**src/core/seu_pkg.sv**
```systemverilog
//////////////////////////////////////////////////////////////////////////////
// Purpose: constants and carriers for the serial unit error/status block
// Assumes: apb word index = printed offset, byte address = 4 * index
// Notes:   register data sit in bits 7:0, upper bits read zero
//
// What this block does
// - a reception that completes while rx_full_flag is 1 sets overrun_flag (status bit 6).
// - on overrun the receive data register keeps its old word and the new word is dropped.
// - while overrun_flag is 1 no further reception takes place.
// - as master, overrun_flag at 1 also blocks further transmission.
// - four-line master start with the slave select pin low sets the conflict flag (status bit 0).
// - four-line slave sees slave select rise during a transfer and sets the conflict flag.
// - the error flags clear only by writing 0 after reading 1 there.
// - standby bit 4 at 0 puts the unit in standby, at 1 releases it.
// - setting the conflict flag clears master_slave_select, back to slave.
// - a normal reception moves the word into the receive data register and sets rx_full_flag.
//////////////////////////////////////////////////////////////////////////////
package seu_pkg;
   localparam int unsigned ADDR_W = 18;
   // register word indices
   localparam logic [15:0] IDX_CONTROL  = 16'hF0E0;
   localparam logic [15:0] IDX_STATUS   = 16'hF0E4;
   localparam logic [15:0] IDX_RX_DATA  = 16'hF0E9;
   localparam logic [15:0] IDX_TX_DATA  = 16'hF0EB;
   localparam logic [15:0] IDX_CLK_HALT = 16'hFFFB;
   // field positions
   localparam int unsigned CTL_MSS   = 7;
   localparam int unsigned CTL_FOUR  = 6;
   localparam int unsigned CTL_START = 0;
   localparam int unsigned STS_OVR   = 6;
   localparam int unsigned STS_RXF   = 1;
   localparam int unsigned STS_CE    = 0;
   localparam int unsigned HLT_RUN   = 4;
   // reset values
   localparam logic       RST_MSS  = 1'b0;
   localparam logic       RST_FOUR = 1'b1;
   localparam logic       RST_RUN  = 1'b1;
   localparam logic [7:0] RST_TX   = 8'h00;
   // timing
   localparam int unsigned WORD_BITS    = 8;
   localparam int unsigned DEF_HALF_DIV = 16;

   typedef struct packed {
      logic sck;
      logic sdi;
      logic cs_n;
   } seu_pin_in_t;

   typedef struct packed {
      logic sck;
      logic sck_oe;
      logic sdo;
      logic sdo_oe;
   } seu_pin_out_t;
endpackage

```
**src/core/seu_core.sv**
```systemverilog
//////////////////////////////////////////////////////////////////////////////
// Purpose: overrun/conflict flags, standby and a byte shifter behind apb
// Assumes: link pins asynchronous, sampled on pclk
// Notes:   zero wait state apb slave, unmapped access answers pslverr
//////////////////////////////////////////////////////////////////////////////
//
// Implementation choice: the APB slave port.
`timescale 1ns/1ps
`default_nettype none
module seu_core #(
   parameter int unsigned HALF_DIV = seu_pkg::DEF_HALF_DIV
) (
   input  wire logic                        pclk,
   input  wire logic                        presetn,
   input  wire logic                        psel,
   input  wire logic                        penable,
   input  wire logic                        pwrite,
   input  wire logic [seu_pkg::ADDR_W-1:0]  paddr,
   input  wire logic [31:0]                 pwdata,
   output var  logic [31:0]                 prdata,
   output var  logic                        pready,
   output var  logic                        pslverr,
   input  wire seu_pkg::seu_pin_in_t        pins_in,
   output var  seu_pkg::seu_pin_out_t       pins_out
);
   import seu_pkg::*;

   function automatic logic hit(input logic [15:0] w, input logic [15:0] idx);
      hit = (w == idx);
   endfunction

   logic       master_slave_select, four_line, awake;
   logic       overrun, rx_full, conflict;
   logic       arm_ovr, arm_rxf, arm_ce;
   logic [7:0] tx_data, rx_data, rx_shift, tx_shift;
   logic [2:0] bit_cnt;
   logic       m_busy, m_last, sck_q;
   logic [15:0] div_cnt;
   logic [2:0] pin_s;
   logic       sck_d, cs_d;

   //////////////////////////////////////////////////////////////////////////
   // link pin synchronisation
   seu_sync #(.WIDTH(3)) u_sync (
      .clk   (pclk),
      .rst_n (presetn),
      .d     ({pins_in.sck, pins_in.sdi, pins_in.cs_n}),
      .q     (pin_s)
   );
   wire sck_s = pin_s[2];
   wire sdi_s = pin_s[1];
   wire cs_s  = pin_s[0];

   // previous synchronised levels for edge finding
   always_ff @(posedge pclk or negedge presetn) begin
      if (!presetn) begin
         sck_d <= 1'b0;
         cs_d  <= 1'b0;
      end else begin
         sck_d <= sck_s;
         cs_d  <= cs_s;
      end
   end

   //////////////////////////////////////////////////////////////////////////
   // apb decode
   wire [15:0] widx   = paddr[ADDR_W-1:2];
   wire        setup  = psel & ~penable;
   wire        wr     = psel & penable & pwrite;
   wire        rd     = psel & penable & ~pwrite;
   wire        hit_ctl = hit(widx, IDX_CONTROL);
   wire        hit_sts = hit(widx, IDX_STATUS);
   wire        hit_rx  = hit(widx, IDX_RX_DATA);
   wire        hit_tx  = hit(widx, IDX_TX_DATA);
   wire        hit_hlt = hit(widx, IDX_CLK_HALT);
   wire        hit_any = hit_ctl | hit_sts | hit_rx | hit_tx | hit_hlt;
   wire        wr_sts  = wr & hit_sts;

   assign pready  = 1'b1;
   assign pslverr = psel & penable & ~hit_any;

   // read data selection
   wire [7:0] st_val = {1'b0, overrun, 3'h0, 1'b0, rx_full, conflict};
   wire [7:0] rd_mux = hit_ctl ? {master_slave_select, four_line, 6'h00} :
                       hit_sts ? st_val :
                       hit_rx  ? rx_data :
                       hit_tx  ? tx_data :
                       hit_hlt ? {3'h0, awake, 4'h0} : 8'h00;

   // read word captured in the setup cycle
   // arming below uses this word, so a flag that rises after the setup
   // cycle reads 0 here and cannot be cleared by the write that follows
   always_ff @(posedge pclk or negedge presetn) begin
      if (!presetn) begin
         prdata <= 32'h0000_0000;
      end else if (setup) begin
         prdata <= {24'h00_0000, rd_mux};
      end
   end

   //////////////////////////////////////////////////////////////////////////
   // transfer start and conflict detection
   wire start_req  = wr & hit_ctl & pwdata[CTL_START];
   wire ce_master  = start_req & master_slave_select & four_line & ~cs_s & awake;
   wire m_start_ok = start_req & master_slave_select & awake & ~m_busy & ~overrun & ~ce_master;
   wire ce_slave   = ~master_slave_select & four_line & awake & cs_s & ~cs_d & (bit_cnt != 3'h0);
   wire set_ce     = ce_master | ce_slave;

   // master clock divider ticks
   // tick marks every half period of the serial clock while busy
   wire tick     = m_busy & (div_cnt == 16'(HALF_DIV - 1));
   wire m_sample = tick & ~sck_q;
   wire m_end    = tick & sck_q & m_last;

   // slave sampling, frozen by overrun or standby
   // edges come from the synchronised clock, so the link clock must be
   // well below pclk for every edge to be seen
   wire s_active = ~master_slave_select & awake & ~overrun & (four_line ? ~cs_s : 1'b1);
   wire s_sample = s_active & sck_s & ~sck_d;
   wire sample   = m_sample | s_sample;
   wire rx_done  = sample & (bit_cnt == 3'(WORD_BITS - 1));
   wire [7:0] rx_word = {rx_shift[6:0], sdi_s};
   wire s_load   = ~master_slave_select & four_line & ~cs_s & cs_d;

   //////////////////////////////////////////////////////////////////////////
   // master clock generator
   always_ff @(posedge pclk or negedge presetn) begin
      if (!presetn) begin
         m_busy  <= 1'b0;
         m_last  <= 1'b0;
         sck_q   <= 1'b0;
         div_cnt <= 16'h0000;
      end else if (!awake || set_ce) begin
         m_busy  <= 1'b0;
         m_last  <= 1'b0;
         sck_q   <= 1'b0;
         div_cnt <= 16'h0000;
      end else begin
         if (m_start_ok)
            m_busy <= 1'b1;
         else if (m_end)
            m_busy <= 1'b0;
         m_last  <= m_end ? 1'b0 : (m_last | (m_sample & rx_done));
         sck_q   <= tick ? ~sck_q : sck_q;
         div_cnt <= (tick || !m_busy) ? 16'h0000 : div_cnt + 16'h0001;
      end
   end

   //////////////////////////////////////////////////////////////////////////
   // shift registers and bit counter
   always_ff @(posedge pclk or negedge presetn) begin
      if (!presetn) begin
         rx_shift <= 8'h00;
         tx_shift <= 8'h00;
         bit_cnt  <= 3'h0;
      end else if (!awake || ce_slave) begin
         bit_cnt  <= 3'h0;
      end else begin
         if (sample) begin
            rx_shift <= rx_word;
            bit_cnt  <= bit_cnt + 3'h1;
         end
         if (m_start_ok || s_load || (s_sample && rx_done))
            tx_shift <= tx_data;
         else if (sample)
            tx_shift <= {tx_shift[6:0], 1'b0};
      end
   end

   //////////////////////////////////////////////////////////////////////////
   // flag update terms, a set always beats a clear
   wire set_ovr = rx_done & rx_full;
   wire set_rxf = rx_done & ~rx_full;
   wire clr_ovr = wr_sts & ~pwdata[STS_OVR] & arm_ovr;
   wire clr_ce  = wr_sts & ~pwdata[STS_CE] & arm_ce;
   wire clr_rxf = (wr_sts & ~pwdata[STS_RXF] & arm_rxf) | (rd & hit_rx);
   wire next_overrun  = set_ovr | (overrun & ~clr_ovr);
   wire next_conflict = set_ce | (conflict & ~clr_ce);
   wire next_rx_full  = set_rxf | (rx_full & ~clr_rxf);

   // status flags and clear arming by status reads
   // any status write disarms, so a stale read cannot clear a later flag
   always_ff @(posedge pclk or negedge presetn) begin
      if (!presetn) begin
         overrun  <= 1'b0;
         conflict <= 1'b0;
         rx_full  <= 1'b0;
         arm_ovr  <= 1'b0;
         arm_ce   <= 1'b0;
         arm_rxf  <= 1'b0;
      end else begin
         overrun  <= next_overrun;
         conflict <= next_conflict;
         rx_full  <= next_rx_full;
         if (rd && hit_sts) begin
            arm_ovr <= prdata[STS_OVR];
            arm_ce  <= prdata[STS_CE];
            arm_rxf <= prdata[STS_RXF];
         end else if (wr_sts) begin
            arm_ovr <= 1'b0;
            arm_ce  <= 1'b0;
            arm_rxf <= 1'b0;
         end
      end
   end

   // receive data register keeps the old word on overrun
   always_ff @(posedge pclk or negedge presetn) begin
      if (!presetn)
         rx_data <= 8'h00;
      else if (set_rxf)
         rx_data <= rx_word;
   end

   //////////////////////////////////////////////////////////////////////////
   // control, transmit data and standby registers
   always_ff @(posedge pclk or negedge presetn) begin
      if (!presetn) begin
         master_slave_select       <= RST_MSS;
         four_line <= RST_FOUR;
         awake     <= RST_RUN;
         tx_data   <= RST_TX;
      end else begin
         if (set_ce)
            master_slave_select <= 1'b0;
         else if (wr && hit_ctl)
            master_slave_select <= pwdata[CTL_MSS];
         if (wr && hit_ctl)
            four_line <= pwdata[CTL_FOUR];
         if (wr && hit_hlt)
            awake <= pwdata[HLT_RUN];
         if (wr && hit_tx)
            tx_data <= pwdata[7:0];
      end
   end

   // pin drivers
   // both enables drop in standby so the pins float to the board pulls
   assign pins_out.sck    = sck_q;
   assign pins_out.sck_oe = master_slave_select & awake;
   assign pins_out.sdo    = tx_shift[7];
   assign pins_out.sdo_oe = awake & (master_slave_select | ~four_line | ~cs_s);
endmodule
`default_nettype wire

```
**src/core/seu_sync.sv**
```systemverilog
//////////////////////////////////////////////////////////////////////////////
// Purpose: two-stage synchroniser for link pins
// Assumes: inputs asynchronous to clk
// Notes:   only q may be read by other logic
//////////////////////////////////////////////////////////////////////////////
`timescale 1ns/1ps
`default_nettype none
module seu_sync #(
   parameter int unsigned WIDTH = 3
) (
   input  wire logic             clk,
   input  wire logic             rst_n,
   input  wire logic [WIDTH-1:0] d,
   output var  logic [WIDTH-1:0] q
);
   logic [WIDTH-1:0] meta;

   // two flops in a row, nothing taps the first
   always_ff @(posedge clk or negedge rst_n) begin
      if (!rst_n) begin
         meta <= '0;
         q    <= '0;
      end else begin
         meta <= d;
         q    <= meta;
      end
   end
endmodule
`default_nettype wire

```
**config.mk**
```make
export PLATFORM = sky130hd
export DESIGN_NAME = seu_core
export DESIGN_NICKNAME = d
export VERILOG_FILES = /design/src/core/seu_pkg.sv /design/src/core/seu_core.sv /design/src/core/seu_sync.sv
export SDC_FILE = /design/constraint.sdc
export NUM_CORES = 1
export LEC_CHECK = 0
export ABC_CLOCK_PERIOD_IN_PS = 4770
export BUFFER_PORTS_ARGS = -buffer_cell sky130_fd_sc_hd__buf_2
export CORE_MARGIN = 4
export CORE_UTILIZATION = 48
export DETAILED_ROUTE_END_ITERATION = 10
export MAX_ROUTING_LAYER = met4
export PLACE_DENSITY_LB_ADDON = 0.25
export SYNTH_ARGS = -nofsm -noshare
export SYNTH_HDL_FRONTEND = slang
export SYNTH_SLANG_ARGS = --single-unit
```
**constraint.sdc**
```tcl
create_clock -name pclk -period 4.77 [get_ports pclk]
set_input_delay 0.477 -clock pclk [delete_from_list [all_inputs] [get_ports pclk]]
set_output_delay 0.477 -clock pclk [all_outputs]
set_load 0.005 [all_outputs]
```
==> run summary <==
Outcome = finished, final reports clean
# H-tree levels = 3
Most frequent cells in the layout = dfrtp_1 (76), buf_2 (43), nor2_1 (35)
Worst setup margin = 2.14 ns
Vias per cell = 5.39
Multi-input logic area = 0.00177 mm^2
Drt first pass iters = 4
Tcrit/Tclk final = 55.0%
Synth area leaders = dfrtp_1 (48%), mux2_2 (8.0%), buf_4 (5.5%), nor2_1 (3.3%), xor2_1 (2.0%)
Via Count = 2658
Sequential power share = 54.1%
Number of port buffers = 44
Share of the synthesized area in the top cell type = 48.2%
Clock Tree Buf Depth = 2
Syn Area/Cell = 11.4 um^2
Clock insertion delay at the later pin of the skew report = 0.34 ns
Row count = 32
Register bit total from synthesis = 78
Period minus WS final = 2.63 ns
Switching part of the total = 22.7%
GR Util met1 = 23.0%
Routed Antenna Nets = 0
Postcts setup bufs = 0
Power Total = 1.25 mW
Distinct cells, synth = 66
Clock Sinks = 78
Max Slew Vio Count = 0
Crit path DAT = 2.15 ns
Cell count after synthesis = 347
# IOs = 96
Share of cells above drive strength 1 = 31.7%
Final #Nets = 448
Clock share of power = 40.9%
Core footprint = 0.00785 mm^2
DRC errors left = 0
Post-Place Worst Slack = 1.91 ns
Vias in the first global route = 2547
Hold WS = 0.232 ns
RSZ-0062 raised after global routing = no
Post-CTS sizing = 0
Fillers = 694
Synth Flop Type = dfrtp_1
Layer with the highest usage = met2
Number of enable flip-flop cells after synthesis = 0
PD cells = 290 mW/mm^2
Die area = 0.00974 mm^2
GRT Util Overall = 16.7%
Commonest non-fill, non-tap cell in the layout = dfrtp_1
VDD IR-drop max = 0.224 mV
Global Route met3 Usage = 4.53%
Max Cap Viol = 0
Post-synthesis sequential area ratio = 49.5%
Synth area leader = dfrtp_1
Setup TNS = 0 ns
Clock slew seen by the registers of the worst setup and hold paths = 0.08 ns
Seq. cell area = 0.00195 mm^2
CTS Hold Bufs = 0
Synth warn = 0
Synth Cell Area = 0.00395 mm^2
Leak = 2.01 nW
CTS tree = built
Root Driver = clkbuf_8
Clock buffer count from CTS = 9
Final wirelength = 7560 um
Die Ht = 98.7 um
Finish-stage setup viols = 0
Internal power = 968 uW
N_diodes = 0
Global-route wire length before repair = 12600 um
Worst-Margin Slew = 1.08 ns
Wire per inst = 15.3 um
Final Skew = 0.00940 ns
Final Hold Fails = 0
Max-slew headroom = 27.5%
Residual overflow from global routing = 0
Req. time, crit path = 4.29 ns
CP Class = in2out
Post-DP HPWL = 5460 um
Initial DRC count = 183
Final core utilization = 55.0%
Routability cong. = 0.812
Die Width = 98.7 um
Worst hold path class = in2reg
Area Overhead vs Synth = 9.38%
Async SR Flop Fraction = 100%
Met2 Use GR = 24.1%
CP Capture Type = output port
Crit-path max FO = 10
Starting Density = 50.3%
Gate power share = 4.9%
Max Freq = 0.381 GHz
Antenna violations before repair = 0
Largest net degree at the start of global routing = 79
Psw = 284 uW
Worst Setup Start Kind = primary input
metal layers:
layer  share of wire, %  vias to the layer above
li1                   -                     1268
met2                 44                       87
met5                  0                        -
met1                 48                     1293
met3                6.7                       10
met4                1.7                        0
cells by family after synthesis:
logic type | after synthesis | share of synthesized area, %
AND/OR/NAND/NOR | 125 | 19.6
flip-flops | 78 | 49.5
buffers and inverters | 49 | 7.92
AO/OA/AOI/OAI | 41 | 8.97
multiplexers | 32 | 9.00
XOR/XNOR | 16 | 3.55
adder cells (fa/ha/maj) | 4 | 1.27
other | 2 | 0.190
per-stage QoR:
step,instances,instance area [um^2]
floorplan,370,4030
global placement,477,4110
detailed placement,477,4110
CTS,493,4320
global route,493,4320
finish,493,4320
final timing paths:
path	cells past startpoint	slack, ns	startpoint	end
max reg2reg	5	2.16	div_cnt[4]	tx_shift[5]
min	1	0.23	pins_in[1]	u_sync.meta[1]
max in group asynchronous	1	3.88	presetn	tx_shift[5]
min reg2reg	0	0.35	u_sync.meta[2]	u_sync.q[2]
min in group asynchronous	1	0.28	presetn	tx_shift[2]
max	6	2.14	paddr[10]	pslverr
layout make-up:
cell class | instances | area share, %
Tap cell | 102 | 2.96
Clock inverter | 4 | 1.25
Inverter | 10 | 0.869
Sequential cell | 78 | 45.3
Multi-Input combinational cell | 243 | 40.9
Timing Repair Buffer | 44 | 5.16
Clock buffer | 12 | 3.59
flip-flops by register name (all words and copies together), names as in the netlist, 3 cells and up:
name,flops
bit_cnt,3
div_cnt,16
prdata,8
rx_data,8
rx_shift,7
tx_data,8
tx_shift,8
u_sync.meta,3
u_sync.q,3
Yosys cell counts, types with 2 or more instances:
cell type / number
ha_1: 4
nand4_1: 5
dfrtp_1: 76
nand3_1: 11
a2bb2oi_1: 2
conb_1: 2
a211oi_1: 2
xor2_1: 9
mux2_2: 28
nor2b_1: 6
o221a_2: 6
a22oi_1: 5
and4_1: 2
nor4b_1: 2
a31oi_1: 3
nand2_1: 17
mux2i_1: 4
buf_4: 29
or2_2: 4
or4_4: 4
and4b_1: 2
dfstp_2: 2
and2_1: 3
nor4bb_1: 3
xnor2_1: 7
inv_1: 10
nor2_1: 35
nor4_1: 3
and3_1: 4
clkbuf_1: 5
or3b_2: 6
nand4b_1: 3
a21oi_1: 7
o21ai_0: 3
and2b_2: 2
worst max-delay path, stage by stage:
cell,delay [ns]
buf_2,0.10
or4_4,0.54
nor3_4,0.30
and3b_1,0.47
nor4b_1,0.11
buf_2,0.15
power groups by stage:
stage / sequential [mW] / combinational, mW / clock [mW]
6_report: 0.678 / 0.0618 / 0.513
5_1_grt: 0.680 / 0.0705 / 0.562
4_1_cts: 0.678 / 0.0630 / 0.527
3_5_place_dp: 0.691 / 0.0629 / 0
3_3_place_gp: 0.691 / 0.0617 / 0
2_1_floorplan: 0.691 / 0.0359 / 0
Note: power is estimated with default switching activity, not from simulation.
